File: config.mk
export PLATFORM = sky130hd
export DESIGN_NAME = spi_master_slave_controller
export DESIGN_NICKNAME = d
export VERILOG_FILES = /design/src/common/spi_pkg.sv /design/src/hdl/spi_master_slave_controller.sv
export SDC_FILE = /design/constraint.sdc
export NUM_CORES = 1
export LEC_CHECK = 0
export ABC_AREA = 1
export BUFFER_PORTS_ARGS = -buffer_cell sky130_fd_sc_hd__buf_4
export CAP_MARGIN = 20
export CORE_UTILIZATION = 50
export CTS_CLUSTER_DIAMETER = 150
export CTS_CLUSTER_SIZE = 8
export DETAILED_ROUTE_END_ITERATION = 12
export GPL_ROUTABILITY_DRIVEN = 0
export PLACE_DENSITY = 0.72
export SLEW_MARGIN = 10
export SYNTH_ARGS = -nofsm -noshare
export SYNTH_HDL_FRONTEND = slang
export SYNTH_SLANG_ARGS = --single-unit
File: constraint.sdc
create_clock -name clk -period 1.7 [get_ports clk]
set_input_delay 0.255 -clock clk [delete_from_list [all_inputs] [get_ports clk]]
set_output_delay 0.255 -clock clk [all_outputs]
set_load 0.01 [all_outputs]
File: src/common/spi_pkg.sv
// shared constants, types and helpers of the serial peripheral controller
package spi_pkg;

  // register offsets on the plain register port
  localparam logic [1:0] ctrl_offset = 2'h0;
  localparam logic [1:0] status_offset = 2'h1;
  localparam logic [1:0] data_offset = 2'h2;

  // status register bit positions
  localparam int status_done_pos = 7;
  localparam int status_write_collision_flag_pos = 6;
  localparam int status_mode_fault_flag_pos = 4;

  // reset values
  localparam logic [7:0] ctrl_reset = 8'h00;
  localparam logic [7:0] data_reset = 8'h00;
  localparam logic [3:0] edge_cnt_reset = 4'h0;
  localparam logic [6:0] div_cnt_reset = 7'h00;

  // serial clock edge indices within one byte (two edges per bit)
  localparam logic [3:0] edge_last = 4'hf;
  localparam logic [3:0] edge_last_lead = 4'he;

  // control register layout, msb first
  typedef struct packed {
    logic rate_sel_bit2;
    logic module_enable;
    logic select_disable;
    logic master_select;
    logic clk_polarity;
    logic clk_phase;
    logic rate_sel_bit1;
    logic rate_sel_bit0;
  } ctrl_t;

  // master engine states
  typedef enum logic [1:0] {
    st_idle = 2'b01,
    st_run = 2'b10
  } mstate_t;

  // half period of the serial clock in peripheral clocks, minus one
  function automatic logic [6:0] half_period_m1(input logic [2:0] code);
    logic [6:0] r;
    r = 7'h00;
    unique case (code)
      3'h1: r = 7'h01;
      3'h2: r = 7'h03;
      3'h3: r = 7'h07;
      3'h4: r = 7'h0f;
      3'h5: r = 7'h1f;
      3'h6: r = 7'h3f;
      default: r = 7'h00;
    endcase
    return r;
  endfunction

  // codes zero and seven give no baud generator
  function automatic logic rate_valid(input logic [2:0] code);
    return (code != 3'h0) && (code != 3'h7);
  endfunction

endpackage

File: src/hdl/spi_master_slave_controller.sv
// serial peripheral controller, master or slave, one byte per transfer
//
// The strobed register port and the placing of the registers were chosen for this implementation.
`timescale 1ns/1ps
module spi_master_slave_controller (
  input wire logic clk,
  input wire logic sys_rst,
  input wire logic [1:0] reg_addr,
  input wire logic [7:0] reg_wdata,
  input wire logic reg_wr,
  input wire logic reg_rd,
  output logic [7:0] reg_rdata,
  input wire logic sck_i,
  output logic sck_o,
  output logic sck_oe_n,
  input wire logic mosi_i,
  output logic mosi_o,
  output logic mosi_oe_n,
  input wire logic miso_i,
  output logic miso_o,
  output logic miso_oe_n,
  input wire logic ss_n_i,
  output logic err_req
);

  // control and status state
  spi_pkg::ctrl_t ctrl_q;
  logic done_q;
  logic write_collision_flag_q;
  logic mode_fault_flag_q;
  logic done_arm_q;
  logic write_collision_flag_arm_q;
  logic mode_fault_flag_arm_q;
  logic [7:0] rx_q;
  logic [7:0] rdata_q;

  // shifter and clocking state
  spi_pkg::mstate_t mstate_q;
  logic [7:0] shift_q;
  logic out_q;
  logic [3:0] edge_cnt_q;
  logic [6:0] div_cnt_q;
  logic sck_lvl_q;
  logic [1:0] msamp_q;
  logic [1:0] mfin_q;
  logic [7:0] mrx_q;

  // pin synchronisers: bit 3 select, 2 clock, 1 mosi, 0 miso
  logic [3:0] pin_meta_q;
  logic [3:0] pin_sync_q;
  logic sck_prev_q;
  logic ss_prev_q;

  // decoded accesses
  logic ctrl_wr;
  logic status_rd;
  logic status_acc;
  logic data_rd;
  logic data_wr;
  logic data_acc;

  // mode and transfer terms
  logic [2:0] rate_code;
  logic master_mode;
  logic slave_mode;
  logic ss_n_sync;
  logic sck_sync;
  logic selected;
  logic active;
  logic start;
  logic m_edge;
  logic s_edge;
  logic edge_now;
  logic is_lead;
  logic sample_edge;
  logic shift_edge;
  logic in_bit;
  logic finish;
  logic done_set;
  logic [7:0] shifted;
  logic mode_fault_flag_set;
  logic done_clr;
  logic write_collision_flag_clr;
  logic mode_fault_flag_clr;

  // register port decode
  assign ctrl_wr = reg_wr && (reg_addr == spi_pkg::ctrl_offset);
  assign status_rd = reg_rd && (reg_addr == spi_pkg::status_offset);
  assign status_acc = (reg_rd || reg_wr) && (reg_addr == spi_pkg::status_offset);
  assign data_rd = reg_rd && (reg_addr == spi_pkg::data_offset);
  assign data_wr = reg_wr && (reg_addr == spi_pkg::data_offset);
  assign data_acc = data_rd || data_wr;

  // mode selection, gated by the enable bit
  assign rate_code = {ctrl_q.rate_sel_bit2, ctrl_q.rate_sel_bit1, ctrl_q.rate_sel_bit0};
  assign master_mode = ctrl_q.module_enable && ctrl_q.master_select;
  assign slave_mode = ctrl_q.module_enable && !ctrl_q.master_select;
  assign ss_n_sync = pin_sync_q[3];
  assign sck_sync = pin_sync_q[2];

  // phase one plus select-disable ignores the pin; the master owns the line
  assign selected = (ctrl_q.clk_phase && ctrl_q.select_disable) || !ss_n_sync;

  // transfer in progress, as seen by collision detection
  assign active = master_mode ? (mstate_q == spi_pkg::st_run)
                              : (slave_mode && selected && (edge_cnt_q != spi_pkg::edge_cnt_reset));

  // master starts only with a usable rate code
  assign start = master_mode && data_wr && (mstate_q == spi_pkg::st_idle)
                 && spi_pkg::rate_valid(rate_code);

  // serial clock edges: generated in master, observed in slave
  assign m_edge = (mstate_q == spi_pkg::st_run)
                  && (div_cnt_q == spi_pkg::half_period_m1(rate_code));
  assign s_edge = slave_mode && selected && (sck_sync != sck_prev_q);
  assign edge_now = m_edge || s_edge;

  // leading edge leaves the idle level
  assign is_lead = master_mode ? !edge_cnt_q[0] : (sck_sync != ctrl_q.clk_polarity);

  // phase zero samples on leading edges, phase one on trailing edges
  assign sample_edge = edge_now && (is_lead ^ ctrl_q.clk_phase);
  assign shift_edge = edge_now && !(is_lead ^ ctrl_q.clk_phase);

  // master samples its input line, slave samples the master's output
  assign in_bit = master_mode ? pin_sync_q[0] : pin_sync_q[1];
  assign shifted = {shift_q[6:0], in_bit};

  // master ends on the sixteenth edge, slave on its eighth sample; master flags two clocks late
  always_comb begin
    finish = 1'b0;
    if (master_mode) begin
      finish = m_edge && (edge_cnt_q == spi_pkg::edge_last);
    end else if (slave_mode) begin
      finish = sample_edge && (edge_cnt_q == (ctrl_q.clk_phase ? spi_pkg::edge_last
                                                               : spi_pkg::edge_last_lead));
    end
  end
  assign done_set = mfin_q[1] || (!master_mode && finish);

  // select falling in master mode means another master is on the bus
  assign mode_fault_flag_set = master_mode && !ctrl_q.select_disable
                    && ss_prev_q && !ss_n_sync;

  // two-step clearing sequences
  assign done_clr = data_rd && done_arm_q;
  assign write_collision_flag_clr = data_acc && write_collision_flag_arm_q;
  assign mode_fault_flag_clr = ctrl_wr && mode_fault_flag_arm_q;

  // two flops on every pin before any logic reads it
  always_ff @(posedge clk) begin
    if (sys_rst) begin
      pin_meta_q <= 4'hf;
      pin_sync_q <= 4'hf;
    end else begin
      pin_meta_q <= {ss_n_i, sck_i, mosi_i, miso_i};
      pin_sync_q <= pin_meta_q;
    end
  end

  // previous synchronised levels for edge detection
  always_ff @(posedge clk) begin
    if (sys_rst) begin
      sck_prev_q <= 1'b1;
      ss_prev_q <= 1'b1;
    end else begin
      sck_prev_q <= sck_sync;
      ss_prev_q <= ss_n_sync;
    end
  end

  // control register; a mode fault overrides enable and master bits
  always_ff @(posedge clk) begin
    if (sys_rst) begin
      ctrl_q <= spi_pkg::ctrl_reset;
    end else begin
      if (ctrl_wr) begin
        ctrl_q <= reg_wdata;
      end
      if (mode_fault_flag_set) begin
        ctrl_q.module_enable <= 1'b0;
        ctrl_q.master_select <= 1'b0;
      end
    end
  end

  // master engine: idle until a data write, run for sixteen edges
  always_ff @(posedge clk) begin
    if (sys_rst) begin
      mstate_q <= spi_pkg::st_idle;
    end else begin
      unique case (mstate_q)
        spi_pkg::st_idle: begin
          if (start) begin
            mstate_q <= spi_pkg::st_run;
          end
        end
        spi_pkg::st_run: begin
          // losing master mode aborts; a collision does not
          if (finish || !master_mode) begin
            mstate_q <= spi_pkg::st_idle;
          end
        end
        default: mstate_q <= spi_pkg::st_idle;
      endcase
    end
  end

  // baud divider counts peripheral clocks per half serial period
  always_ff @(posedge clk) begin
    if (sys_rst) begin
      div_cnt_q <= spi_pkg::div_cnt_reset;
    end else if (mstate_q != spi_pkg::st_run || m_edge) begin
      div_cnt_q <= spi_pkg::div_cnt_reset;
    end else begin
      div_cnt_q <= div_cnt_q + 7'h01;
    end
  end

  // pin flops delay the master's input two clocks, so it is captured two clocks late
  always_ff @(posedge clk) begin
    if (sys_rst) begin
      msamp_q <= 2'h0;
      mfin_q <= 2'h0;
      mrx_q <= spi_pkg::data_reset;
    end else begin
      msamp_q <= {msamp_q[0], master_mode && sample_edge};
      mfin_q <= {mfin_q[0], master_mode && finish};
      if (msamp_q[1]) begin
        mrx_q <= {mrx_q[6:0], pin_sync_q[0]};
      end
    end
  end

  // generated clock level; idle level follows polarity when not running
  always_ff @(posedge clk) begin
    if (sys_rst) begin
      sck_lvl_q <= 1'b0;
    end else if (mstate_q != spi_pkg::st_run) begin
      sck_lvl_q <= ctrl_q.clk_polarity;
    end else if (m_edge) begin
      sck_lvl_q <= !sck_lvl_q;
    end
  end

  // edge counter; slave restarts it whenever it is not selected
  always_ff @(posedge clk) begin
    if (sys_rst) begin
      edge_cnt_q <= spi_pkg::edge_cnt_reset;
    end else if (start) begin
      edge_cnt_q <= spi_pkg::edge_cnt_reset;
    end else if (slave_mode && !selected) begin
      edge_cnt_q <= spi_pkg::edge_cnt_reset;
    end else if (!master_mode && !slave_mode) begin
      edge_cnt_q <= spi_pkg::edge_cnt_reset;
    end else if (edge_now) begin
      edge_cnt_q <= edge_cnt_q + 4'h1;
    end
  end

  // shift register: sampling shifts in, idle data writes load it
  always_ff @(posedge clk) begin
    if (sys_rst) begin
      shift_q <= spi_pkg::data_reset;
    end else if (sample_edge) begin
      shift_q <= shifted;
    end else if (data_wr && !active) begin
      // a write that lands mid-transfer is dropped, so the old byte goes out
      shift_q <= reg_wdata;
    end
  end

  // output bit moves on shift edges; an idle data write shows its msb at once
  always_ff @(posedge clk) begin
    if (sys_rst) begin
      out_q <= 1'b0;
    end else if (data_wr && !active) begin
      out_q <= reg_wdata[7];
    end else if (shift_edge) begin
      out_q <= shift_q[7];
    end
  end

  // receive register is written in the same cycle the done flag rises
  always_ff @(posedge clk) begin
    if (sys_rst) begin
      rx_q <= spi_pkg::data_reset;
    end else if (mfin_q[1]) begin
      rx_q <= msamp_q[1] ? {mrx_q[6:0], pin_sync_q[0]} : mrx_q;
    end else if (finish && !master_mode) begin
      // overrun is not detected; the newest byte simply replaces the old one
      rx_q <= sample_edge ? shifted : shift_q;
    end
  end

  // done flag; a new completion beats a clear in the same cycle
  always_ff @(posedge clk) begin
    if (sys_rst) begin
      done_q <= 1'b0;
      done_arm_q <= 1'b0;
    end else begin
      done_q <= done_set || (done_q && !done_clr);
      if (done_clr || (!done_q && !done_set)) begin
        done_arm_q <= 1'b0;
      end else if (status_rd && done_q) begin
        done_arm_q <= 1'b1;
      end
    end
  end

  // write collision flag; raises no request
  always_ff @(posedge clk) begin
    if (sys_rst) begin
      write_collision_flag_q <= 1'b0;
      write_collision_flag_arm_q <= 1'b0;
    end else begin
      write_collision_flag_q <= (data_wr && active) || (write_collision_flag_q && !write_collision_flag_clr);
      if (write_collision_flag_clr) begin
        write_collision_flag_arm_q <= 1'b0;
      end else if (status_acc && write_collision_flag_q) begin
        write_collision_flag_arm_q <= 1'b1;
      end
    end
  end

  // mode fault flag; only the read-then-control-write sequence clears it
  always_ff @(posedge clk) begin
    if (sys_rst) begin
      mode_fault_flag_q <= 1'b0;
      mode_fault_flag_arm_q <= 1'b0;
    end else begin
      // select-disable changes do not touch the flag
      mode_fault_flag_q <= mode_fault_flag_set || (mode_fault_flag_q && !mode_fault_flag_clr);
      if (mode_fault_flag_clr) begin
        mode_fault_flag_arm_q <= 1'b0;
      end else if (status_rd && mode_fault_flag_q) begin
        mode_fault_flag_arm_q <= 1'b1;
      end
    end
  end

  // read data, one cycle after the strobe
  always_ff @(posedge clk) begin
    if (sys_rst) begin
      rdata_q <= 8'h00;
    end else if (reg_rd) begin
      unique case (reg_addr)
        spi_pkg::ctrl_offset: rdata_q <= ctrl_q;
        spi_pkg::status_offset: begin
          rdata_q <= 8'h00;
          rdata_q[spi_pkg::status_done_pos] <= done_q;
          rdata_q[spi_pkg::status_write_collision_flag_pos] <= write_collision_flag_q;
          rdata_q[spi_pkg::status_mode_fault_flag_pos] <= mode_fault_flag_q;
        end
        spi_pkg::data_offset: rdata_q <= rx_q;
        default: rdata_q <= 8'h00;
      endcase
    end else begin
      rdata_q <= 8'h00;
    end
  end

  assign reg_rdata = rdata_q;

  // pin drive; enables are active low
  assign sck_o = sck_lvl_q;
  assign sck_oe_n = !master_mode;
  assign mosi_o = out_q;
  assign mosi_oe_n = !master_mode;
  assign miso_o = out_q;
  assign miso_oe_n = !(slave_mode && selected);

  // error request follows the flag unless select is disabled
  assign err_req = mode_fault_flag_q && !ctrl_q.select_disable;

endmodule

==> summary.txt <==
Status
  – Outcome: complete, but fails checks
  – Failing checks: setup timing

Finish
  – Layout cells sized above 1: a little under two fifths
  – Final Net Count: approximately 580
  – Ant. Diodes: 0
  – Reg area: 1510 um2
  – Final Util: between 70 and 80%
  – Commonest non-fill, non-tap cell in the layout: nand2_1
  – Multi-input gate area: about 2000 um2
  – P&R area growth vs syn: 35.7%
  – Most frequent cells in the layout: nand2_1 (90), buf_4 (77), dfxtp_1 (71), inv_1 (52), nor2_1 (39)
  – Fillcell total: about 510

Pwr
  – Flop pwr share: between 50% and 60%
  – Total chip power: between 3000 and 4000 uW
  – Leakage: around 0.0021 uW
  – Internal power: 2470 uW
  – Comb pwr share: approximately 11%
  – Highest ir drop seen on vdd: 0.480 mV
  – NetSw: ~850 uW
  – PwrDens: 708 nW/um2
  – Clk pwr share: 34.5%
  – Switch share: between 20 and 30%

Route
  – Initial DRC Count: 194
  – Router iterations before antenna repair: 5
  – Via count: ~3400
  – Avg Vias per Cell: approximately 5.3
  – Routed len/inst: 14.1 um
  – DRC violations left: 0
  – DRT Wirelength: around 9000 um
  – DRT antenna net count: 0

Clock network
  – H-tree depth: 3
  – # hold bufs at CTS: 0
  – Clk root buf: clkbuf_8
  – CTS tree: yes
  – Clock latency on the worst-skew pair: around 340 ps
  – TritonCTS Sinks: 75
  – CTS clk-pin slew, worst paths: 80 ps
  – TritonCTS Buffers: 9
  – Clk buf depth: 2

Synthesis
  – Mapped Cells: about 470
  – EDFF count, synth: 0
  – Cell Area, Synth: around 3500 um2
  – Number of synthesized register bits: between 70 and 80
  – Syn Area/Cell: approximately 7.3 um2
  – Ys flop type: dfxtp_1
  – Syn nets: 495
  – FFs w/ async S/R, synth: 0%
  – Netlist cell types: between 40 and 50
  – Synth warn: 0
  – Post-synthesis sequential area ratio: 43.5%

Setup path
  – Worst path required time: between 1500 and 2000 ps
  – Arr. time, crit path: 2070 ps
  – CP Launch Point: ctrl_q[1]
  – CP max FO: 7
  – Worst r2r src: ctrl_q[1]
  – Crit end category: flop
  – Crit Path Class: flop to flop
  – Worst Setup Start Kind: flop

STA
  – Max Slew Vio Count: 0
  – Final min period: ~1800 ps
  – Post-route worst setup slack: -141 ps
  – RSZ-0062 raised after global routing: yes
  – Finish-stage setup viols: 21
  – WHS: slightly above 90 ps
  – Final period util: 108%
  – Slew @ Worst Pin: ~450 ps
  – FMAX: roughly 0.54 GHz
  – Worst clock skew: 8.45 ps
  – Max-slew headroom: a little over two thirds
  – Hold Violations, Final: 0
  – TNS Setup: -1500 ps

Die
  – IO Count: 33
  – Die Ht: between 80 and 90 um
  – # rows: 29
  – Core area: 6490 um2
  – Starting Density: a little over half
  – Die area: a little over 7000 um2
  – Die Width: 85.1 um

Global routing
  – Met2 usage: 42.2%
  – Met1 Use GR: between 30% and 40%
  – GR peak layer: met2
  – GR Util met3: 5.45%
  – Vias in the first global route: ~3200
  – GRT overflow: 0
  – Initial antenna violation count: 0
  – Global Route Usage Sum: 25.6%
  – Largest net degree at the start of global routing: 24
  – First-pass GRT wire length: roughly 14000 um

Worst hold path
  – Worst min path class: input port to flop
  – HP Start: miso_i

Placement
  – Pre-CTS setup slack: -316 ps
  – # port buffers: 32
  – Detailed placement HPWL: between 6000 and 7000 um

Run
  – Max-Cap Viols: 0
==> path summary, 6_finish.rpt <==
kind / end / slack [ps] / cells past startpoint
min: pin_meta_q[0] / 90 / 2
max reg2reg: rx_q[0] / -140 / 12
max: rx_q[0] / -140 / 12
min reg2reg: msamp_q[1] / 410 / 2
==> layer usage <==
layer	wire (um)	vias to the layer above	share of wire, %
met5	0	-	0
met4	149	0	1.7
met3	537	19	6.0
met2	4370	131	48
met1	3960	1549	44
li1	-	1672	-
==> cells by family after synthesis <==
kind of cell | count (synthesis) | share of synthesized area (%)
DFF | 75 | 43.5
and+or+nand+nor | 240 | 32.5
adders and majority gates | 3 | 1.09
AOI/OAI and AO/OA | 69 | 10.7
buffers and inverters | 79 | 9.89
muxes | 2 | 0.580
xor gates and xnor gates | 6 | 1.74
==> power by group through the flow <==
stage | Combinational, uW | Sequential (uW) | Clock [uW]
final | 368 | 1810 | 1140
after global routing | 395 | 1810 | 1250
after CTS | 328 | 1800 | 1160
after detailed placement | 280 | 1840 | 0
after global placement | 276 | 1840 | 0
after floorplan | 164 | 1840 | 0
==> cell type report <==
| class | count | area share [%] |
|---|---|---|
| Multi-Input combinational cell | 322 | 42.0 |
| Sequential cell | 75 | 32.3 |
| Timing Repair Buffer | 88 | 15.4 |
| Inverter | 60 | 4.92 |
| Clock buffer | 13 | 2.97 |
| Tap cell | 77 | 2.06 |
| Clock inverter | 3 | 0.321 |
==> metrics by stage <==
| stage | area (um2) | instances |
|---|---|---|
| after detailed placement | 4030 | 612 |
| after CTS | 4440 | 635 |
| final | 4680 | 638 |
| after global placement | 4030 | 612 |
| after floorplan | 3450 | 474 |
| after global routing | 4680 | 638 |
==> flip-flops by register name, indices dropped and copies added, names as in the netlist <==
register and flops:
done_q 1, mfin_q 2, pin_meta_q 4, mstate_q 2, msamp_q 2, rx_q 8
done_arm_q 1, write_collision_flag_q 1, write_collision_flag_arm_q 1, reg_rdata 8, sck_o 1, mode_fault_flag_q 1
pin_sync_q 4, miso_o 1, sck_prev_q 1, edge_cnt_q 4, ctrl_q 8, div_cnt_q 7
ss_prev_q 1, mrx_q 8, shift_q 8, mode_fault_flag_arm_q 1
==> worst max-delay path, stage by stage (launching register included) <==
cell and delay [ps]:
dfxtp_4 420, buf_6 130, nand3_2 100, nand3_2 90, nand2_2 70, nor2_4 130, nand4_4 120, nand2_8 150
nand3_4 130, nand3_1 110, nand2_1 80, nor2_1 140, nor2_1 50
==> cells in the mapped netlist (all sizes together) (2+ instances only) <==
cell type	number	share of area, %
nor2	46	5.7
buf	11	2.5
nor3	4	0.72
mux2i	2	0.58
a31oi	2	0.36
nor4	2	0.54
dfxtp	75	43
nand4	7	1.9
xor2	6	1.7
nor3b	2	0.43
nand2	126	15
nand3	40	6.2
o21ai	25	3.7
clkbuf	8	0.87
inv	59	6.4
ha	3	1.1
a21oi	36	5.2
or2	12	2.2
o221ai	2	0.51
==> what timing repair did <==
item | 4_1_cts | 5_1_grt
cloned | 2 | 0
buffers inserted | 6 | 3
pin swaps | 23 | 24
endpoints found under the setup margin | 32 | 35
resized for setup | 50 | 54
(Power assumes the default switching activity.)
